===== src/rtl/rxdma_regs.svh =====
// Function
// Skip leading first-buffer bytes by skip count
// Software sets skip count 0..0xff at setup
// Queue head pointer in bits 31:2
// First descriptor pointer of current packet
// Packet-active flag set while inside packet
// Active descriptor pointer of filling buffer
// Full 32-bit next byte write address
// Count packet bytes, write to word3
// Free byte count of current buffer
// Pointer match with mode bit clear clears receive interrupt; mode bit set loads pointer and sets it
// Per byte advance address, decrement free
`ifndef RXDMA_REGS_SVH
`define RXDMA_REGS_SVH
`define RXDMA_OFS_SKIP 8'h00
`define RXDMA_OFS_HEAD 8'h04
`define RXDMA_OFS_FIRST 8'h08
`define RXDMA_OFS_ACTIVE 8'h0c
`define RXDMA_OFS_FILL 8'h10
`define RXDMA_OFS_LENS 8'h14
`define RXDMA_OFS_COMP 8'h18
`define RXDMA_DESC_LEN_OFS 32'h0000000c
`define RXDMA_COMP_MODE_BIT 0
`define RXDMA_RESET_WORD 32'h00000000
`endif


===== src/rtl/rxdma_pkg.sv =====
package rxdma_pkg;
  typedef enum logic [1:0] {ph_idle, ph_fetch, ph_data, ph_wb} rxdma_phase_t;
  typedef struct packed {
    logic [7:0] data;
    logic last;
  } rxdma_byte_t;
  typedef struct packed {
    logic [31:0] next_ptr;
    logic [31:0] buf_ptr;
    logic [15:0] buf_len;
  } rxdma_desc_t;
  typedef struct packed {
    rxdma_phase_t phase;
    logic [7:0] skip;
    logic [29:0] head;
    logic [29:0] first_ptr;
    logic in_packet;
    logic [29:0] active;
    logic [29:0] next_ptr;
    logic [31:0] fill_addr;
    logic [15:0] free;
    logic [15:0] total;
    logic first_seg;
    logic mem_valid;
    logic [31:0] mem_addr;
    logic [7:0] mem_data;
    logic desc_req;
    logic [31:0] desc_addr;
    logic wb_valid;
    logic [31:0] wb_addr;
    logic [31:0] wb_data;
    logic [31:0] rdata;
    logic eop;
  } rxdma_state_t;
  typedef struct packed {
    rxdma_byte_t [1:0] slot;
    logic wp;
    logic rp;
    logic [1:0] cnt;
    logic ready;
    logic valid;
  } rxdma_buf_state_t;
  typedef struct packed {
    logic [29:0] ptr;
    logic irq;
  } rxdma_cmp_state_t;
endpackage


===== src/rtl/rxdma_buf.sv =====
module rxdma_buf (
  input wire logic mclk,
  input wire logic rst_n,
  input wire logic in_valid,
  input rxdma_pkg::rxdma_byte_t in_data,
  output logic in_ready,
  output logic out_valid,
  output rxdma_pkg::rxdma_byte_t out_data,
  input wire logic out_ready
);
  rxdma_pkg::rxdma_buf_state_t st;
  rxdma_pkg::rxdma_buf_state_t next_st;
  logic push;
  logic pop;

  assign in_ready = st.ready;
  assign out_valid = st.valid;
  assign out_data = st.slot[st.rp];

  always_comb begin
    next_st = st;
    push = in_valid && st.ready;
    pop = st.valid && out_ready;
    if (push) begin
      next_st.slot[st.wp] = in_data;
      next_st.wp = ~st.wp;
    end
    if (pop) begin
      next_st.rp = ~st.rp;
    end
    if (push && !pop) begin
      next_st.cnt = st.cnt + 2'h1;
    end else if (pop && !push) begin
      next_st.cnt = st.cnt - 2'h1;
    end
    next_st.ready = (next_st.cnt != 2'h2);
    next_st.valid = (next_st.cnt != 2'h0);
  end

  always_ff @(posedge mclk) begin
    if (!rst_n) begin
      st <= '0;
      st.ready <= 1'b1;
    end else begin
      st <= next_st;
    end
  end

  a_buf_count:
  assert property (@(posedge mclk) disable iff (!rst_n)
    st.cnt <= 2'h2 && st.ready == (st.cnt != 2'h2))
    else $error("buffer count or ready wrong");
endmodule


===== src/rtl/rxdma_cmp.sv =====
`include "rxdma_regs.svh"
module rxdma_cmp (
  input wire logic mclk,
  input wire logic rst_n,
  input wire logic wr,
  input wire logic [31:0] wdata,
  input wire logic eop,
  input wire logic [29:0] eop_ptr,
  output logic [29:0] ptr,
  output logic irq
);
  rxdma_pkg::rxdma_cmp_state_t st;
  rxdma_pkg::rxdma_cmp_state_t next_st;

  assign ptr = st.ptr;
  assign irq = st.irq;

  always_comb begin
    next_st = st;
    if (wr && wdata[`RXDMA_COMP_MODE_BIT]) begin
      next_st.ptr = wdata[31:2];
      next_st.irq = 1'b1;
    end else if (wr && wdata[31:2] == st.ptr) begin
      next_st.irq = 1'b0;
    end
    // End of packet set wins over clear
    if (eop) begin
      next_st.ptr = eop_ptr;
      next_st.irq = 1'b1;
    end
  end

  always_ff @(posedge mclk) begin
    if (!rst_n) begin
      st <= '0;
    end else begin
      st <= next_st;
    end
  end

  a_cmp_clear:
  assert property (@(posedge mclk) disable iff (!rst_n)
    wr && !wdata[`RXDMA_COMP_MODE_BIT] && wdata[31:2] == st.ptr && !eop |=> !irq)
    else $error("compare match did not clear interrupt");
  a_cmp_keep:
  assert property (@(posedge mclk) disable iff (!rst_n)
    wr && !wdata[`RXDMA_COMP_MODE_BIT] && wdata[31:2] != st.ptr && !eop
      |=> irq == $past(st.irq) && ptr == $past(st.ptr))
    else $error("compare mismatch changed state");
  a_eop_set:
  assert property (@(posedge mclk) disable iff (!rst_n)
    eop |=> irq && ptr == $past(eop_ptr))
    else $error("end of packet did not raise interrupt");
endmodule


===== src/rtl/rxdma_top.sv =====
`include "rxdma_regs.svh"
module rxdma_top (
  input wire logic mclk,
  input wire logic rst_n,
  input wire logic [7:0] reg_addr,
  input wire logic [31:0] reg_wdata,
  input wire logic reg_wr,
  input wire logic reg_rd,
  output logic [31:0] reg_rdata,
  input wire logic ep_valid,
  input rxdma_pkg::rxdma_byte_t ep_data,
  output logic ep_ready,
  output logic desc_req,
  output logic [31:0] desc_addr,
  input wire logic desc_ack,
  input rxdma_pkg::rxdma_desc_t desc_in,
  output logic mem_valid,
  output logic [31:0] mem_addr,
  output logic [7:0] mem_data,
  input wire logic mem_ready,
  output logic wb_valid,
  output logic [31:0] wb_addr,
  output logic [31:0] wb_data,
  input wire logic wb_ready,
  output logic rx_irq
);
  rxdma_pkg::rxdma_state_t st;
  rxdma_pkg::rxdma_state_t next_st;
  logic bo_valid;
  rxdma_pkg::rxdma_byte_t bo;
  logic buf_take;
  logic comp_wr;
  logic [29:0] comp_ptr;
  logic [15:0] skip_wide;

  function automatic logic [29:0] ptr_of(input logic [31:0] a);
    ptr_of = a[31:2];
  endfunction

  function automatic logic [31:0] addr_of(input logic [29:0] p);
    addr_of = {p, 2'b00};
  endfunction

  rxdma_buf u_buf (
    .mclk(mclk),
    .rst_n(rst_n),
    .in_valid(ep_valid),
    .in_data(ep_data),
    .in_ready(ep_ready),
    .out_valid(bo_valid),
    .out_data(bo),
    .out_ready(buf_take)
  );

  assign comp_wr = reg_wr && reg_addr == `RXDMA_OFS_COMP;

  rxdma_cmp u_cmp (
    .mclk(mclk),
    .rst_n(rst_n),
    .wr(comp_wr),
    .wdata(reg_wdata),
    .eop(st.eop),
    .eop_ptr(st.active),
    .ptr(comp_ptr),
    .irq(rx_irq)
  );

  assign reg_rdata = st.rdata;
  assign desc_req = st.desc_req;
  assign desc_addr = st.desc_addr;
  assign mem_valid = st.mem_valid;
  assign mem_addr = st.mem_addr;
  assign mem_data = st.mem_data;
  assign wb_valid = st.wb_valid;
  assign wb_addr = st.wb_addr;
  assign wb_data = st.wb_data;
  assign skip_wide = {8'h00, st.skip};

  always_comb begin
    next_st = st;
    buf_take = 1'b0;
    next_st.eop = 1'b0;
    next_st.rdata = `RXDMA_RESET_WORD;
    if (mem_ready) begin
      next_st.mem_valid = 1'b0;
    end
    case (st.phase)
      rxdma_pkg::ph_idle: begin
        if (bo_valid && st.head != 30'h0) begin
          next_st.phase = rxdma_pkg::ph_fetch;
          next_st.in_packet = 1'b1;
          next_st.first_ptr = st.head;
          next_st.active = st.head;
          next_st.first_seg = 1'b1;
          next_st.total = 16'h0000;
          next_st.desc_req = 1'b1;
          next_st.desc_addr = addr_of(st.head);
        end
      end
      rxdma_pkg::ph_fetch: begin
        if (desc_ack) begin
          next_st.desc_req = 1'b0;
          next_st.next_ptr = ptr_of(desc_in.next_ptr);
          next_st.head = ptr_of(desc_in.next_ptr);
          next_st.first_seg = 1'b0;
          next_st.phase = rxdma_pkg::ph_data;
          if (st.first_seg) begin
            next_st.fill_addr = desc_in.buf_ptr + {24'h000000, st.skip};
            if (desc_in.buf_len > skip_wide) begin
              next_st.free = desc_in.buf_len - skip_wide;
            end else begin
              next_st.free = 16'h0000;
            end
          end else begin
            next_st.fill_addr = desc_in.buf_ptr;
            next_st.free = desc_in.buf_len;
          end
        end
      end
      rxdma_pkg::ph_data: begin
        if (st.free == 16'h0000) begin
          next_st.active = st.next_ptr;
          next_st.desc_req = 1'b1;
          next_st.desc_addr = addr_of(st.next_ptr);
          next_st.phase = rxdma_pkg::ph_fetch;
        end else if (bo_valid && (!st.mem_valid || mem_ready)) begin
          buf_take = 1'b1;
          next_st.mem_valid = 1'b1;
          next_st.mem_addr = st.fill_addr;
          next_st.mem_data = bo.data;
          next_st.fill_addr = st.fill_addr + 32'h00000001;
          next_st.free = st.free - 16'h0001;
          next_st.total = st.total + 16'h0001;
          if (bo.last) begin
            next_st.phase = rxdma_pkg::ph_wb;
            next_st.wb_valid = 1'b1;
            next_st.wb_addr = addr_of(st.first_ptr) + `RXDMA_DESC_LEN_OFS;
            next_st.wb_data = {16'h0000, st.total + 16'h0001};
          end
        end
      end
      rxdma_pkg::ph_wb: begin
        if (wb_ready) begin
          next_st.wb_valid = 1'b0;
          next_st.in_packet = 1'b0;
          next_st.phase = rxdma_pkg::ph_idle;
          next_st.eop = 1'b1;
        end
      end
      default: begin
        next_st.phase = rxdma_pkg::ph_idle;
      end
    endcase
    // Skip count may change any time; head, first, active, fill and lengths only while idle
    if (reg_wr) begin
      if (reg_addr == `RXDMA_OFS_SKIP) begin
        next_st.skip = reg_wdata[7:0];
      end else if (st.phase == rxdma_pkg::ph_idle && next_st.phase == rxdma_pkg::ph_idle) begin
        if (reg_addr == `RXDMA_OFS_HEAD) begin
          next_st.head = ptr_of(reg_wdata);
        end else if (reg_addr == `RXDMA_OFS_FIRST) begin
          next_st.first_ptr = ptr_of(reg_wdata);
        end else if (reg_addr == `RXDMA_OFS_ACTIVE) begin
          next_st.active = ptr_of(reg_wdata);
        end else if (reg_addr == `RXDMA_OFS_FILL) begin
          next_st.fill_addr = reg_wdata;
        end else if (reg_addr == `RXDMA_OFS_LENS) begin
          next_st.total = reg_wdata[31:16];
          next_st.free = reg_wdata[15:0];
        end
      end
    end
    if (reg_rd) begin
      if (reg_addr == `RXDMA_OFS_SKIP) begin
        next_st.rdata = {24'h000000, st.skip};
      end else if (reg_addr == `RXDMA_OFS_HEAD) begin
        next_st.rdata = addr_of(st.head);
      end else if (reg_addr == `RXDMA_OFS_FIRST) begin
        next_st.rdata = {st.first_ptr, 1'b0, st.in_packet};
      end else if (reg_addr == `RXDMA_OFS_ACTIVE) begin
        next_st.rdata = addr_of(st.active);
      end else if (reg_addr == `RXDMA_OFS_FILL) begin
        next_st.rdata = st.fill_addr;
      end else if (reg_addr == `RXDMA_OFS_LENS) begin
        next_st.rdata = {st.total, st.free};
      end else if (reg_addr == `RXDMA_OFS_COMP) begin
        next_st.rdata = addr_of(comp_ptr);
      end
    end
  end

  always_ff @(posedge mclk) begin
    if (!rst_n) begin
      st <= '0;
    end else begin
      st <= next_st;
    end
  end

  a_skip_start:
  assert property (@(posedge mclk) disable iff (!rst_n)
    st.phase == rxdma_pkg::ph_fetch && desc_ack && st.first_seg && !reg_wr
      |=> st.fill_addr == $past(desc_in.buf_ptr) + {24'h000000, $past(st.skip)})
    else $error("skip count not applied at packet start");

  a_head_read:
  assert property (@(posedge mclk) disable iff (!rst_n)
    reg_rd && reg_addr == `RXDMA_OFS_HEAD
      |=> reg_rdata[1:0] == 2'b00 && reg_rdata[31:2] == $past(st.head))
    else $error("head pointer read wrong");

  a_first_ptr:
  assert property (@(posedge mclk) disable iff (!rst_n)
    st.phase == rxdma_pkg::ph_idle && bo_valid && st.head != 30'h0
      |=> st.first_ptr == $past(st.head) && st.desc_addr == {$past(st.head), 2'b00})
    else $error("first descriptor not latched");

  a_packet_flag:
  assert property (@(posedge mclk) disable iff (!rst_n)
    st.in_packet == (st.phase != rxdma_pkg::ph_idle))
    else $error("packet flag disagrees with phase");

  a_active_fetch:
  assert property (@(posedge mclk) disable iff (!rst_n)
    st.desc_req |-> st.desc_addr == {st.active, 2'b00})
    else $error("fetch address is not active descriptor");

  a_byte_step:
  assert property (@(posedge mclk) disable iff (!rst_n)
    buf_take |=> st.mem_valid && st.mem_addr == $past(st.fill_addr)
      && st.fill_addr == $past(st.fill_addr) + 32'h00000001
      && st.free == $past(st.free) - 16'h0001)
    else $error("byte store did not step address and free count");

  a_len_write:
  assert property (@(posedge mclk) disable iff (!rst_n)
    buf_take && bo.last |=> st.wb_valid
      && st.wb_data[15:0] == $past(st.total) + 16'h0001
      && st.wb_addr == {$past(st.first_ptr), 2'b00} + `RXDMA_DESC_LEN_OFS)
    else $error("packet length writeback wrong");

  a_chain_next:
  assert property (@(posedge mclk) disable iff (!rst_n)
    st.phase == rxdma_pkg::ph_data && st.free == 16'h0000
      |=> st.phase == rxdma_pkg::ph_fetch && st.active == $past(st.next_ptr))
    else $error("empty buffer did not chain to next descriptor");

  a_skip_write:
  assert property (@(posedge mclk) disable iff (!rst_n)
    reg_wr && reg_addr == `RXDMA_OFS_SKIP |=> {24'h000000, st.skip} == ($past(reg_wdata) & 32'h000000ff))
    else $error("skip count write lost");

  a_rdata_idle:
  assert property (@(posedge mclk) disable iff (!rst_n)
    !reg_rd |=> reg_rdata == `RXDMA_RESET_WORD)
    else $error("read data not zero outside read cycle");

  a_busy_hold:
  assert property (@(posedge mclk) disable iff (!rst_n)
    reg_wr && reg_addr == `RXDMA_OFS_HEAD && st.phase == rxdma_pkg::ph_data
      |=> st.head == $past(st.head))
    else $error("head pointer written while busy");

  a_first_read:
  assert property (@(posedge mclk) disable iff (!rst_n)
    reg_rd && reg_addr == `RXDMA_OFS_FIRST
      |=> reg_rdata == {$past(st.first_ptr), 1'b0, $past(st.in_packet)})
    else $error("first descriptor word read wrong");

  a_active_read:
  assert property (@(posedge mclk) disable iff (!rst_n)
    reg_rd && reg_addr == `RXDMA_OFS_ACTIVE
      |=> reg_rdata == {$past(st.active), 2'b00})
    else $error("active descriptor word read wrong");

  a_fill_read:
  assert property (@(posedge mclk) disable iff (!rst_n)
    reg_rd && reg_addr == `RXDMA_OFS_FILL
      |=> reg_rdata == $past(st.fill_addr))
    else $error("fill address read wrong");

  a_lens_read:
  assert property (@(posedge mclk) disable iff (!rst_n)
    reg_rd && reg_addr == `RXDMA_OFS_LENS
      |=> reg_rdata == {$past(st.total), $past(st.free)})
    else $error("length word read wrong");

  a_later_buffer:
  assert property (@(posedge mclk) disable iff (!rst_n)
    st.phase == rxdma_pkg::ph_fetch && desc_ack && !st.first_seg
      |=> st.fill_addr == $past(desc_in.buf_ptr) && st.free == $past(desc_in.buf_len))
    else $error("later buffer not loaded from descriptor");

  a_head_follow:
  assert property (@(posedge mclk) disable iff (!rst_n)
    st.phase == rxdma_pkg::ph_fetch && desc_ack
      |=> {st.head, 2'b00} == ($past(desc_in.next_ptr) & 32'hfffffffc))
    else $error("head pointer did not follow chain");

  a_total_step:
  assert property (@(posedge mclk) disable iff (!rst_n)
    buf_take |=> st.total == $past(st.total) + 16'h0001)
    else $error("packet byte total did not count");

  a_wb_done:
  assert property (@(posedge mclk) disable iff (!rst_n)
    st.phase == rxdma_pkg::ph_wb && wb_ready
      |=> st.phase == rxdma_pkg::ph_idle && !st.in_packet && st.eop && !st.wb_valid)
    else $error("writeback did not end packet");

  a_take_gate:
  assert property (@(posedge mclk) disable iff (!rst_n)
    buf_take |-> bo_valid && st.free != 16'h0000 && st.phase == rxdma_pkg::ph_data)
    else $error("byte taken with no room");

  a_wait_hold:
  assert property (@(posedge mclk) disable iff (!rst_n)
    st.desc_req && !desc_ack |=> st.desc_req && $stable(st.desc_addr))
    else $error("descriptor request dropped before answer");

  a_mem_hold:
  assert property (@(posedge mclk) disable iff (!rst_n)
    st.mem_valid && !mem_ready
      |=> st.mem_valid && $stable(st.mem_addr) && $stable(st.mem_data))
    else $error("byte write changed before accepted");
endmodule


===== config.mk =====
export PLATFORM = sky130hd
export DESIGN_NAME = rxdma_top
export DESIGN_NICKNAME = d
export VERILOG_FILES = /design/src/rtl/rxdma_pkg.sv /design/src/rtl/rxdma_buf.sv /design/src/rtl/rxdma_cmp.sv /design/src/rtl/rxdma_top.sv
export VERILOG_INCLUDE_DIRS = /design/src /design/src/rtl
export SDC_FILE = /design/constraint.sdc
export NUM_CORES = 1
export LEC_CHECK = 0
export BUFFER_PORTS_ARGS = -buffer_cell sky130_fd_sc_hd__buf_2
export CAP_MARGIN = 15
export CORE_ASPECT_RATIO = 1.1
export CORE_MARGIN = 2
export CORE_UTILIZATION = 50
export CTS_BUF_LIST = sky130_fd_sc_hd__clkbuf_4 sky130_fd_sc_hd__clkbuf_8
export CTS_CLUSTER_SIZE = 25
export DETAILED_ROUTE_END_ITERATION = 16
export PLACE_DENSITY_LB_ADDON = 0.3
export SYNTH_ARGS = -nofsm -noshare
export SYNTH_HDL_FRONTEND = slang
export SYNTH_HIERARCHICAL = 1
export SYNTH_SLANG_ARGS = --single-unit

===== constraint.sdc =====
create_clock -name mclk -period 3.8 [get_ports mclk]
set_clock_uncertainty 0.15 [all_clocks]
set_input_delay 0.76 -clock mclk [delete_from_list [all_inputs] [get_ports mclk]]
set_output_delay 0.76 -clock mclk [all_outputs]
set_load 0.01 [all_outputs]

==> metrics.cfg <==
[floorplan]
ios=310
die_area_sq_um=47000
die_h_um=227
core-area_sq_um=44600
initial_core_util_pct=50.7
placementRows=81
die_x_um=207

[global_routing]
antenna_found_initial=5
first_global_vias=20200
grt_overflow=0
grt_max_degree=83
grt_pass1_wl_um=118000
grtUsageTotal_pct=32.6

[sta]
fin_crit_sh_pct=90.0
maxSlewViolCount=0
maxSlewHeadroom_pct=22.0
rsz0062_at_grt=no
finalHoldViolations=0
tightest_slew_ps=1170
clock.fmax_mhz=292
whs_ps=215
final-setup-viol-count=0
setup-tns-final_ps=0
period_needed_ps=3420
fin_ws_ps=380

[logic_synthesis]
synth-edff-count=0
synth_ff_type=dfxtp_1
yosysWarnings=6
muxShareOfSynthArea_pct=8.34
synth_area_per_cell_sq_um=8.02
postSynth.asyncResetShare_pct=0
yosys.area_share.simple_pct=18.4
ys_seq_area_share_pct=35.7
synth_xor_area_share_pct=4.29
yosys.cell_types.count=85
ys_ff_latch=403
synth_compound_area_share_pct=21.9
synth_top_family_by_area=compound AO/OA/AOI/OAI gates
syn_inst=2820
synth_fa_ha_area_share_pct=1.50
netlist_area_sq_um=22600

[pwr]
peakVddDrop_v=0.000351
cellPowerDensity_nw_per_um2=507
internal-power_mw=8.34
p_total_mw=12.7
cellLeakagePower_nw=9.65
seqPwrFrac_pct=39.5
p_comb_share_pct=24.6
netSwitchingFraction_pct=34.5
p_clk_share_pct=35.9
switchingPower_mw=4.39

[critical_path]
worstPathMaxFanout=14
critical_path.slowest_cell=o2bb2ai_2
cp_cell_sequence=inv_1 > ha_1 > nor3b_1 > nor3b_4 > a21oi_1 > nand2_2 > inv_2 > o2bb2ai_2 > o21ai_0 > o211ai_1 > o211a_1
r2r_start=st[189]$_SDFF_PN0_
worstSetupPathType=flop to flop
critPathArrivalTime_ps=3830
worst_ep_required_time_ps=4210
crit_start=st[189]$_SDFF_PN0_
cp-start-kind=flop
endpoint_kind=flop
crit_path_max_incr_delay_ps=620

[layout]
final_cells=3532
drive_gt1_share_pct=19.8
final_util_pct=56.3
area_delta_synth_final_pct=11.0
final_area_sq_um=25100
fillers=4199
final_nets=3060

[detailed_routing]
drc_errors=0
routed_via_density=6.18
final_antenna_net_count=0
wirelength_um=79300
dr.first_iter.drc_count=2651
vias=21800
firstDrtPassIters=7
wl_per_cell_um=22.5

[placed_design]
portBuffers=287
place_area_sq_um=23500
finalWeightedCongestion=0.939
placedCellCount=3406
dp_hpwl_um=55900
place_ws_ps=195

[clock_network]
cts_tree=done
path_clk_slew_ps=60
cts.path.max_buffers=3
root_buffer=clkbuf_8
cts_buffers=70
htreeDepth=3
cts_sinks=403
clock_latency_ps=670

[min_path]
hold_path.class=primary input to flop
hold_start=ep_data[2]

[flow_run]
drv_cap=0

[outcome]
status=complete, no violations

## cell usage after synthesis (all sizes together) (12+ instances only)
library cell,number,share of area [%]
nor3,35,0.77
nor2,246,4.1
nand2,412,6.9
mux2i,112,5.0
and2,40,1.1
a22oi,15,0.50
and3,23,0.64
nand3,65,1.5
nand4,30,0.90
o21ai,186,4.1
dfxtp,403,36
a31oi,23,0.64
nor4,17,0.56
xnor2,71,2.8
or3,12,0.33
o211ai,14,0.46
a21oi,225,5.0
a222oi,60,2.7
a21o,14,0.46
buf,219,6.6
clkbuf,153,2.5
xor2,39,1.5
a211oi,128,4.2
mux2,58,2.9
a311oi,20,0.77
ha,24,1.3
inv,33,0.55
## cells in the final DEF, fill, tap and decap left out, types with 10 or more instances in the layout
cell type / n
a221oi_1: 10
a222oi_1: 60
nor2_1: 243
and3_1: 23
nor4_1: 15
a21o_1: 14
mux2_2: 58
xor2_1: 39
mux2i_1: 112
xnor2_1: 70
o22ai_1: 11
or3_1: 12
nand2_1: 408
a211oi_1: 128
buf_12: 10
a22oi_1: 15
ha_1: 23
inv_1: 31
a31oi_1: 23
a311oi_1: 20
nor3_1: 35
buf_2: 286
conb_1: 20
clkbuf_4: 20
o21ai_1: 34
clkbuf_8: 89
nand4_1: 29
o21ai_0: 151
buf_4: 63
a21oi_1: 224
dfxtp_1: 402
nand3_1: 62
and2_1: 38
o211ai_1: 14
## what timing repair did
item | in CTS | in global routing
gates resized for setup | 0 | 1
hold buffers | 0 | 0
endpoints found under the setup margin | 0 | 4
setup buffers | 0 | 0
## metal layers
| layer | GRT usage, % | vias up | share of wire [%] |
|---|---|---|---|
| met1 | 41.9 | 10300 | 40 |
| met4 | 16.3 | 8 | 4.9 |
| met3 | 5.27 | 226 | 8.7 |
| met5 | 0 | - | 0.068 |
| met2 | 53.2 | 1181 | 47 |
| li1 | - | 10100 | - |
## power by group through the flow
| stage | clock, mW | combinational (mW) | sequential, mW |
|---|---|---|---|
| after floorplan | 0 | 2.21 | 4.91 |
| after detailed placement | 0 | 3.06 | 5.11 |
| after global placement | 0 | 3.01 | 5.09 |
| after global routing | 4.83 | 3.37 | 5.06 |
| final | 4.57 | 3.13 | 5.03 |
| after CTS | 4.62 | 3.08 | 5.01 |
## critical path, delay by kind of cell, from the launching register on
family / cells / cell delay, ps
simple gates: 3 / 1010
flops: 1 / 330
compound gates: 5 / 1380
fa+ha+maj: 1 / 200
buf+inv: 2 / 240
## layout make-up
cell class | count | area, sq um | area share (%)
timing repair buffer | 359 | 2100 | 8.38
sequential | 403 | 8070 | 32.1
clock buffer | 109 | 1380 | 5.48
multi-input combinational | 2029 | 12500 | 49.6
tap | 581 | 727 | 2.90
clock inverter | 16 | 239 | 0.952
inverter | 34 | 133 | 0.528
antenna | 1 | 2.50 | 0.00997
## flip-flops by register name (all words and copies together), names as in the netlist, 8 cells and up
| name | cells |
|---|---|
| reg_rdata | 32 |
| u_buf/st | 22 |
| u_cmp/ptr | 30 |
| st | 189 |
| mem_addr | 32 |
| mem_data | 8 |
| skip_wide | 8 |
| wb_addr | 30 |
| desc_addr | 30 |
| wb_data | 16 |
## kinds of logic after synthesis
group,Yosys count
other,1
XOR/XNOR,110
buffers and inverters,407
AND/OR/NAND/NOR,931
adder cells (fa/ha/maj),26
multiplexers,175
AO/OA/AOI/OAI,767
flip-flops,403
## final timing paths
kind | to | slack, ps | depth (start not counted)
max | st[180]$_SDFF_PN0_ | 380 | 11
min reg2reg | mem_addr[24]$_SDFFE_PN0P_ | 300 | 2
max reg2reg | st[180]$_SDFF_PN0_ | 380 | 11
min | u_buf/st[17]$_SDFFE_PN0P_ | 220 | 3
(Power assumes the default switching activity.)
